$ cat src/mode_defs.svh
// register offsets, field positions, reset values and timing counts for mode control
`ifndef MODE_DEFS_SVH
`define MODE_DEFS_SVH

// ----------------------------------------------------------------------------
// register offsets (byte addresses, one aligned word each)
// ----------------------------------------------------------------------------
`define OFS_CMD 8'h00
`define OFS_STATUS 8'h04
`define OFS_CHAN 8'h08
`define OFS_DIAG 8'h0C
`define OFS_IRQ_STAT 8'h10
`define OFS_IRQ_MASK 8'h14

// ----------------------------------------------------------------------------
// command register bits (write only, read as zero except under under-voltage, when the status frame is returned)
// ----------------------------------------------------------------------------
`define CMD_WAKE_BIT 0
`define CMD_STANDBY_BIT 1
`define CMD_RESET_BIT 2

// ----------------------------------------------------------------------------
// status register fields
// ----------------------------------------------------------------------------
`define ST_MODE_LSB 0
`define ST_MODE_MSB 1
`define ST_FALLBACK_BIT 2
`define ST_ERR_FLAG_BIT 3
`define ST_UV_BIT 4
`define ST_BATT_OK_BIT 5
`define ST_LOGIC_OK_BIT 6

// ----------------------------------------------------------------------------
// interrupt event bits
// ----------------------------------------------------------------------------
`define IRQ_RESET_BIT 0
`define IRQ_FB_ENTER_BIT 1
`define IRQ_FB_EXIT_BIT 2
`define IRQ_WAKE_BIT 3
`define IRQ_DIAG_BIT 4
`define IRQ_W 5

// ----------------------------------------------------------------------------
// reset values
// ----------------------------------------------------------------------------
`define CHAN_RST 8'h00
`define DIAG_RST 8'h00
`define IRQ_MASK_RST 5'h00
`define IRQ_STAT_RST 5'h00

// ----------------------------------------------------------------------------
// channel numbers routed from the input pins during fallback
// ----------------------------------------------------------------------------
`define FB_CHAN_A 4
`define FB_CHAN_B 5

// ----------------------------------------------------------------------------
// supply thresholds seen by the external comparators, in millivolts
// ----------------------------------------------------------------------------
`define BATT_UV_MV 5500
`define LOGIC_UV_MV 3000

// ----------------------------------------------------------------------------
// timing
// ----------------------------------------------------------------------------
`define CLK_PERIOD_NS 10
`define UV_DELAY_NS 1000
`define UV_DELAY_CYC (`UV_DELAY_NS / `CLK_PERIOD_NS)
`define FILT_CYC (`UV_DELAY_CYC / 4)

`endif

$ cat src/mode_pkg.sv
// types shared by the mode and reset control block
package mode_pkg;

  // ----------------------------------------------------------------------------
  // operating modes
  // ----------------------------------------------------------------------------
  typedef enum logic [1:0] {
    MODE_SLEEP = 2'b00,
    MODE_ACTIVE = 2'b01,
    MODE_FALLBACK = 2'b10
  } mode_t;

  typedef logic [7:0] chan_t;

endpackage : mode_pkg

$ cat src/pin_filter.sv
// two-flop synchroniser plus stability filter for a group of pins
`timescale 1ns/10ps

module pin_filter #(
  parameter int WIDTH = 1,
  parameter int FILT = 25
) (
  // clock and reset
  input wire logic clk,
  input wire logic rst,
  // raw pins and filtered levels
  input wire logic [WIDTH-1:0] pin_raw,
  input wire logic [WIDTH-1:0] rst_val,
  output logic [WIDTH-1:0] pin_filt
);

  localparam int CW = $clog2(FILT + 1);
  localparam logic [CW-1:0] FILT_C = CW'(FILT);

  genvar g;
  generate
    for (g = 0; g < WIDTH; g++) begin : g_bit
      logic meta_reg;
      logic sync_reg;
      logic [CW-1:0] cnt_reg;
      logic out_reg;

      // first flop feeds only the second one
      always_ff @(posedge clk) begin
        meta_reg <= pin_raw[g];
        sync_reg <= meta_reg;
      end

      // level must hold FILT cycles before it is passed on, short spikes are dropped
      always_ff @(posedge clk) begin
        if (rst) begin
          cnt_reg <= '0;
          out_reg <= rst_val[g];
        end else if (sync_reg == out_reg) begin
          cnt_reg <= '0;
        end else if (cnt_reg == FILT_C - CW'(1)) begin
          cnt_reg <= '0;
          out_reg <= sync_reg;
        end else begin
          cnt_reg <= cnt_reg + CW'(1);
        end
      end

      assign pin_filt[g] = out_reg;
    end
  endgenerate

endmodule : pin_filter

$ cat src/mode_and_reset_control.sv
// operating mode, fallback and reset control with an APB register slave
//
// Implementation choices: the APB register port and the register addresses.
`timescale 1ns/10ps
`include "mode_defs.svh"

module mode_and_reset_control #(
  parameter int ADDR_W = 8,
  parameter int NCHAN = 8
) (
  // clock and reset
  input wire logic SYS_CLK,
  input wire logic RST,
  // apb slave
  input wire logic PSEL,
  input wire logic PENABLE,
  input wire logic PWRITE,
  input wire logic [ADDR_W-1:0] PADDR,
  input wire logic [31:0] PWDATA,
  output logic [31:0] PRDATA,
  output logic PREADY,
  output logic PSLVERR,
  // supply comparators, high while the supply is above its threshold
  input wire logic BATTERY_SUPPLY_OK,
  input wire logic LOGIC_SUPPLY_OK,
  // fallback input and direct input pins
  input wire logic FALLBACK_INPUT,
  input wire logic IN1,
  input wire logic IN2,
  // diagnosis events from the power stages, one cycle each
  input wire logic [NCHAN-1:0] DIAG_EVT,
  // channel drive and state
  output mode_pkg::chan_t CHAN_ON,
  output mode_pkg::mode_t MODE,
  output logic IRQ
);

  import mode_pkg::*;

  // ----------------------------------------------------------------------------
  // pin conditioning
  // ----------------------------------------------------------------------------
  localparam int NPIN = 5;
  logic [NPIN-1:0] pins_raw;
  logic [NPIN-1:0] pins_f;
  logic batt_ok;
  logic logic_ok;
  logic fb_in;
  logic in1_f;
  logic in2_f;

  assign pins_raw = {IN2, IN1, FALLBACK_INPUT, LOGIC_SUPPLY_OK, BATTERY_SUPPLY_OK};

  // sync 2 + filter + 1 flop stays well inside the 1 us budget
  pin_filter #(
    .WIDTH(NPIN),
    .FILT(`FILT_CYC)
  ) u_pins (
    .clk(SYS_CLK),
    .rst(RST),
    .pin_raw(pins_raw),
    .rst_val(5'h00),
    .pin_filt(pins_f)
  );

  assign batt_ok = pins_f[0];
  assign logic_ok = pins_f[1];
  assign fb_in = pins_f[2];
  assign in1_f = pins_f[3];
  assign in2_f = pins_f[4];

  // ----------------------------------------------------------------------------
  // reset sources
  // ----------------------------------------------------------------------------
  logic uv_active;
  logic apb_acc;
  logic wr_acc;
  logic cmd_hit;
  logic cmd_ok;
  logic wake_cmd;
  logic stby_cmd;
  logic rst_cmd;
  logic bank_clear;
  logic mapped;
  mode_t state_reg;
  mode_t state_next;
  logic pready_reg;

  // released only once both comparators say good
  assign uv_active = !(batt_ok && logic_ok);

  // apb access completes on the edge where pready is seen high
  assign apb_acc = PSEL && PENABLE && pready_reg;
  assign wr_acc = apb_acc && PWRITE;

  // commands are refused during fallback and under-voltage
  assign cmd_ok = (state_reg != MODE_FALLBACK) && !fb_in && !uv_active;
  assign cmd_hit = wr_acc && (PADDR == `OFS_CMD) && cmd_ok;
  assign wake_cmd = cmd_hit && PWDATA[`CMD_WAKE_BIT];
  assign stby_cmd = cmd_hit && PWDATA[`CMD_STANDBY_BIT];
  assign rst_cmd = cmd_hit && PWDATA[`CMD_RESET_BIT];

  // any source clears the bank; sleep holds it cleared
  assign bank_clear = uv_active || rst_cmd || fb_in
    || (state_reg != MODE_ACTIVE) || (state_next == MODE_SLEEP);

  // ----------------------------------------------------------------------------
  // mode state machine
  // ----------------------------------------------------------------------------
  // fallback first, then its exit, then supply, then host commands
  always_comb begin
    state_next = state_reg;
    unique case (state_reg)
      MODE_SLEEP: begin
        if (fb_in) begin
          state_next = MODE_FALLBACK;
        end else if (wake_cmd && !stby_cmd) begin
          state_next = MODE_ACTIVE;
        end
      end
      MODE_ACTIVE: begin
        if (fb_in) begin
          state_next = MODE_FALLBACK;
        end else if (uv_active || stby_cmd) begin
          state_next = MODE_SLEEP;
        end
      end
      MODE_FALLBACK: begin
        if (!fb_in) begin
          state_next = MODE_SLEEP;
        end
      end
      default: begin
        state_next = MODE_SLEEP;
      end
    endcase
  end

  // power-up and RST start in sleep
  always_ff @(posedge SYS_CLK) begin
    if (RST) begin
      state_reg <= MODE_SLEEP;
    end else begin
      state_reg <= state_next;
    end
  end

  // ----------------------------------------------------------------------------
  // register bank: channel enables and diagnosis flags
  // ----------------------------------------------------------------------------
  chan_t chan_reg;
  logic [NCHAN-1:0] diag_reg;
  logic transfer_error_flag_reg;

  // writes only land while the bank is not held cleared
  always_ff @(posedge SYS_CLK) begin
    if (RST || bank_clear) begin
      chan_reg <= `CHAN_RST;
    end else if (wr_acc && (PADDR == `OFS_CHAN)) begin
      chan_reg <= PWDATA[7:0];
    end
  end

  // diagnosis flags stay readable in fallback; reset command and supply loss clear them
  always_ff @(posedge SYS_CLK) begin
    if (RST || rst_cmd || uv_active || (state_reg == MODE_SLEEP)) begin
      diag_reg <= `DIAG_RST;
    end else begin
      for (int i = 0; i < NCHAN; i++) begin
        if (DIAG_EVT[i]) begin
          diag_reg[i] <= 1'b1;
        end else if (wr_acc && (PADDR == `OFS_DIAG) && PWDATA[i] && cmd_ok) begin
          diag_reg[i] <= 1'b0;
        end
      end
    end
  end

  // error flag: set by any reset source, write one to clear; set wins
  always_ff @(posedge SYS_CLK) begin
    if (RST || uv_active || rst_cmd || (fb_in && state_reg != MODE_FALLBACK)
        || (state_reg == MODE_ACTIVE && state_next == MODE_SLEEP)) begin
      transfer_error_flag_reg <= 1'b1;
    end else if (wr_acc && (PADDR == `OFS_STATUS) && PWDATA[`ST_ERR_FLAG_BIT] && cmd_ok) begin
      transfer_error_flag_reg <= 1'b0;
    end
  end

  // ----------------------------------------------------------------------------
  // channel outputs
  // ----------------------------------------------------------------------------
  chan_t chan_drv_reg;

  // fallback routes the pins straight to the two auto-configuring channels
  always_ff @(posedge SYS_CLK) begin
    if (RST) begin
      chan_drv_reg <= `CHAN_RST;
    end else if (fb_in || state_reg == MODE_FALLBACK) begin
      chan_drv_reg <= `CHAN_RST;
      chan_drv_reg[`FB_CHAN_A] <= in1_f && fb_in;
      chan_drv_reg[`FB_CHAN_B] <= in2_f && fb_in;
    end else if (bank_clear) begin
      chan_drv_reg <= `CHAN_RST;
    end else begin
      chan_drv_reg <= chan_reg;
    end
  end

  assign CHAN_ON = chan_drv_reg;

  // mode shown on a port straight from a flop
  always_ff @(posedge SYS_CLK) begin
    if (RST) begin
      MODE <= MODE_SLEEP;
    end else begin
      MODE <= state_next;
    end
  end

  // ----------------------------------------------------------------------------
  // interrupts
  // ----------------------------------------------------------------------------
  logic [`IRQ_W-1:0] irq_stat_reg;
  logic [`IRQ_W-1:0] irq_mask_reg;
  logic [`IRQ_W-1:0] irq_evt;
  logic irq_reg;

  assign irq_evt[`IRQ_RESET_BIT] = rst_cmd || (uv_active && !transfer_error_flag_reg);
  assign irq_evt[`IRQ_FB_ENTER_BIT] = (state_reg != MODE_FALLBACK) && (state_next == MODE_FALLBACK);
  assign irq_evt[`IRQ_FB_EXIT_BIT] = (state_reg == MODE_FALLBACK) && (state_next == MODE_SLEEP);
  assign irq_evt[`IRQ_WAKE_BIT] = (state_reg == MODE_SLEEP) && (state_next == MODE_ACTIVE);
  assign irq_evt[`IRQ_DIAG_BIT] = |DIAG_EVT;

  // sticky status, write one to clear, an event in the clearing cycle wins
  always_ff @(posedge SYS_CLK) begin
    if (RST) begin
      irq_stat_reg <= `IRQ_STAT_RST;
    end else begin
      for (int i = 0; i < `IRQ_W; i++) begin
        if (irq_evt[i]) begin
          irq_stat_reg[i] <= 1'b1;
        end else if (wr_acc && (PADDR == `OFS_IRQ_STAT) && PWDATA[i]) begin
          irq_stat_reg[i] <= 1'b0;
        end
      end
    end
  end

  // mask kept outside the bank so fallback does not lose the host's setup
  always_ff @(posedge SYS_CLK) begin
    if (RST) begin
      irq_mask_reg <= `IRQ_MASK_RST;
    end else if (wr_acc && (PADDR == `OFS_IRQ_MASK)) begin
      irq_mask_reg <= PWDATA[`IRQ_W-1:0];
    end
  end

  // level output, one cycle behind the status bits
  always_ff @(posedge SYS_CLK) begin
    if (RST) begin
      irq_reg <= 1'b0;
    end else begin
      irq_reg <= |(irq_stat_reg & irq_mask_reg);
    end
  end

  assign IRQ = irq_reg;

  // ----------------------------------------------------------------------------
  // apb slave
  // ----------------------------------------------------------------------------
  logic [31:0] status_word;
  logic [31:0] rd_word;
  logic [31:0] prdata_reg;
  logic pslverr_reg;

  // status frame; works on logic supply alone
  always_comb begin
    status_word = 32'h0000_0000;
    status_word[`ST_MODE_MSB:`ST_MODE_LSB] = state_reg;
    status_word[`ST_FALLBACK_BIT] = fb_in;
    status_word[`ST_ERR_FLAG_BIT] = transfer_error_flag_reg;
    status_word[`ST_UV_BIT] = uv_active;
    status_word[`ST_BATT_OK_BIT] = batt_ok;
    status_word[`ST_LOGIC_OK_BIT] = logic_ok;
  end

  // read mux; under-voltage answers every address with the status frame
  always_comb begin
    mapped = 1'b1;
    rd_word = 32'h0000_0000;
    if (uv_active) begin
      rd_word = status_word;
      rd_word[`ST_ERR_FLAG_BIT] = 1'b1;
    end else begin
      unique case (PADDR)
        `OFS_CMD: rd_word = 32'h0000_0000;
        `OFS_STATUS: rd_word = status_word;
        `OFS_CHAN: rd_word = {24'h000000, chan_reg};
        `OFS_DIAG: rd_word = {24'h000000, diag_reg};
        `OFS_IRQ_STAT: rd_word = {27'h0000000, irq_stat_reg};
        `OFS_IRQ_MASK: rd_word = {27'h0000000, irq_mask_reg};
        default: mapped = 1'b0;
      endcase
    end
  end

  // one wait state: pready rises the cycle after the access phase starts
  always_ff @(posedge SYS_CLK) begin
    if (RST) begin
      pready_reg <= 1'b0;
      prdata_reg <= 32'h0000_0000;
      pslverr_reg <= 1'b0;
    end else if (PSEL && PENABLE && !pready_reg) begin
      pready_reg <= 1'b1;
      prdata_reg <= PWRITE ? 32'h0000_0000 : rd_word;
      pslverr_reg <= !mapped && !uv_active;
    end else begin
      pready_reg <= 1'b0;
      prdata_reg <= 32'h0000_0000;
      pslverr_reg <= 1'b0;
    end
  end

  assign PREADY = pready_reg;
  assign PRDATA = prdata_reg;
  assign PSLVERR = pslverr_reg;

endmodule : mode_and_reset_control

$ cat config.mk
export PLATFORM = sky130hd
export DESIGN_NAME = mode_and_reset_control
export DESIGN_NICKNAME = d
export VERILOG_FILES = /design/src/mode_pkg.sv /design/src/pin_filter.sv /design/src/mode_and_reset_control.sv
export VERILOG_INCLUDE_DIRS = /design/src
export SDC_FILE = /design/constraint.sdc
export NUM_CORES = 1
export LEC_CHECK = 0
export ABC_AREA = 0
export BUFFER_PORTS_ARGS = -buffer_cell sky130_fd_sc_hd__buf_2
export CELL_PAD_IN_SITES_DETAIL_PLACEMENT = 0
export CELL_PAD_IN_SITES_GLOBAL_PLACEMENT = 2
export CORE_AREA = 2 2 113 115
export DETAILED_ROUTE_END_ITERATION = 8
export DIE_AREA = 0 0 115 117
export PLACE_DENSITY_LB_ADDON = 0.25
export SYNTH_ARGS = -nofsm -noshare
export SYNTH_HDL_FRONTEND = slang
export SYNTH_SLANG_ARGS = --single-unit
$ cat constraint.sdc
create_clock -name SYS_CLK -period 2.1 [get_ports SYS_CLK]
set_input_delay 0.315 -clock SYS_CLK [delete_from_list [all_inputs] [get_ports SYS_CLK]]
set_output_delay 0.315 -clock SYS_CLK [all_outputs]
set_load 0.01 [all_outputs]
==> qor.yml <==
grt:
  grt_pass1_wl_mm: 14.1
  first_global_vias: 2757
  grt_max_degree: 18
  antenna_found_initial: 0
  track_usage: 0.141
  grt-ovfl-total: 0
timing:
  setup_tns_ps: 0
  rsz0062_at_grt: "no"
  layout_min_cycle_time_ps: 1770
  finalCritPeriodShare: 0.845
  skew_ps: 6.76
  worst_pin_slew_ps: 537
  relSlewSlack: 0.638
  setup_viol: 0
  slew_violations: 0
  fmax_mhz: 564
  hold_viol: 0
power:
  leakage_nw: 1.91
  peakVddDrop_v: 0.000363
  switching_share: 0.226
  clkPwrFrac: 0.444
  p_int_mw: 2.61
  p_comb_frac: 0.051
  sequentialPowerShare: 0.506
  switchingPower_mw: 0.764
  powerDensity_nw_per_um2: 754
die:
  die_x_um: 115
  die_height_um: 117
  std_cell_rows: 41
  start_util: 0.304
  io_pins: 103
  dieArea_um2: 13500
  design.core.area_um2: 12300
yosys:
  yosysTopAreaCell: "dfxtp_1"
  synth_most_common_cell: "dfxtp_1"
  netlist.area_leader.share: 0.470
  ys_async_sr_fraction: 0
  synth_area_um2: 3750
  ys.flop_type: "dfxtp_1"
  ys_types: 47
  synthTopCellsByArea: "dfxtp_1 (47%), nor2_1 (5.1%), buf_4 (4.8%), mux2i_1 (3.7%), ha_1 (3.3%)"
  syn_area_per_cell_um2: 9.23
  synth_common_cells: "dfxtp_1 (88), nor2_1 (51), inv_1 (29)"
  synth-seq-cells: 88
  yosysSeqAreaShare: 0.470
  syn_inst: 406
  synth_warnings: 0
  synth_edf_count: 0
route:
  dr_total_vias: 2907
  detail-route-antenna-nets: 0
  wl_mm: 9.01
  first_pass_iters: 4
  drc: 0
  wl_per_cell_um: 14.3
  via_per_inst: 4.61
  first_iter_violations: 141
setup_path:
  cp.required_ps: 2320
  arrival_ps: 1990
  cp-end-kind: "flip-flop"
  start_kind: "flip-flop"
  crit_type: "reg -> reg"
  crit_fanout: 9
  crit_path_max_incr_delay_ps: 420
  cp_top_family: "simple AND/OR/NAND/NOR gates"
  crit_buf_inv: 1
  crit_path_cell_trace: "nand4_1 -> nor4_2 -> buf_4 -> and4_1 -> a311oi_1"
  slowest_stage: "and4_1"
clock_tree:
  clk_pin_slew_worst_paths_ps: 60
  cts_resized: 0
  cts_tree: "done"
  root_buffer: "clkbuf_16"
  cts.htree.levels: 3
  cts_buffers: 9
  insertion_delay_ps: 350
  cts_sinks: 88
  ctsHoldBuffers: 0
  post_cts_buffers: 0
  cts_buffer_depth: 2
cells_and_area:
  syn_to_final_growth_pct: 19.4
  fin_nets: 545
  multiInputGateArea_um2: 1720
  n_antenna_cell: 0
  largest_reg_flops: 25
  drive_above_1_share: 0.198
  design_area_um2: 4470
  register_area_um2: 1760
  fillers: 1308
outcome:
  outcome: "completed"
placed_design:
  portBuffers: 54
  post-dp-hpwl_mm: 6.96
  placed_cell_area_um2: 4200
  gp_congestion: 0.760
worst_hold_path:
  hp-class: "in -> reg"
run:
  cap_violations: 0
==> placed cells by master (no fill, tap or decap), types with 5 or more instances in the layout <==
cell	count
clkbuf_16	9
nand3_1	22
nor2_1	51
mux2i_1	14
buf_4	20
or3_1	6
o21ai_0	7
nand2_1	16
inv_1	29
and3_1	5
nor4_1	5
and4b_1	5
conb_1	24
xnor2_1	10
dfxtp_1	88
buf_2	54
a21oi_1	17
nor3_1	7
a311oi_1	9
and2_1	8
ha_1	10
xor2_1	10
nand2b_1	5
nor2b_1	6
==> cells by family after synthesis <==
| logic type | Yosys count | synth area share |
|---|---|---|
| AOI/OAI and AO/OA | 55 | 0.101 |
| xor gates and xnor gates | 20 | 0.0468 |
| adders and majority gates | 10 | 0.0334 |
| buffers and inverters | 66 | 0.0935 |
| DFF | 88 | 0.470 |
| muxes | 16 | 0.0434 |
| other | 1 | 0.00100 |
| and+or+nand+nor | 150 | 0.211 |
==> metal layers <==
metal,vias up,track usage,wire length (um)
met5,-,0,0
met4,0,0.0506,148
met3,11,0.0484,445
met2,62,0.227,4240
met1,1345,0.177,4170
li1,1489,-,-
==> final cells by class <==
cell class / instances / area share
clock inverters: 3 / 0.00392
repair buffers: 74 / 0.0940
inverters: 29 / 0.0243
clock buffers: 12 / 0.0573
flip-flops and latches: 88 / 0.394
multi-input cells: 275 / 0.385
well taps: 150 / 0.0420
==> power by group through the flow <==
stage / combinational, mW / sequential, mW / clock, mW
after detailed placement: 0.171 / 1.74 / 0
final: 0.170 / 1.71 / 1.50
after floorplan: 0.125 / 1.74 / 0
after global placement: 0.170 / 1.74 / 0
after global routing: 0.192 / 1.71 / 1.63
after CTS: 0.172 / 1.71 / 1.55
==> path summary, 6_finish.rpt <==
path                            start                        to  slack (ps)  depth (start not counted)
max                            PREADY               diag_reg[1]         330                          5
min                               IN2  u_pins.g_bit[4].meta_reg          60                          1
max reg2reg                    PREADY               diag_reg[1]         330                          5
min reg2reg  u_pins.g_bit[4].meta_reg  u_pins.g_bit[4].sync_reg         330                          0
==> through the flow <==
| stage | utilization | total power, mW | setup WS [ps] | instances | hold slack [ps] |
|---|---|---|---|---|---|
| floorplan | - | 1.87 | 280 | 429 | 310 |
| global placement | 0.341 | 1.91 | 70.1 | 616 | 311 |
| detailed placement | 0.341 | 1.91 | 46.7 | 616 | 312 |
| CTS | 0.363 | 3.43 | 321 | 631 | 47.6 |
| global route | 0.363 | 3.53 | 182 | 631 | 54.5 |
| finish | 0.363 | 3.37 | 326 | 631 | 63.4 |
==> worst reg2reg max path: stages (launching register included) <==
cell and delay [ps]:
dfxtp_1 360, nand4_1 220, nor4_2 300, buf_4 190, and4_1 420, a311oi_1 150
Note: power is estimated with default switching activity, not from simulation.
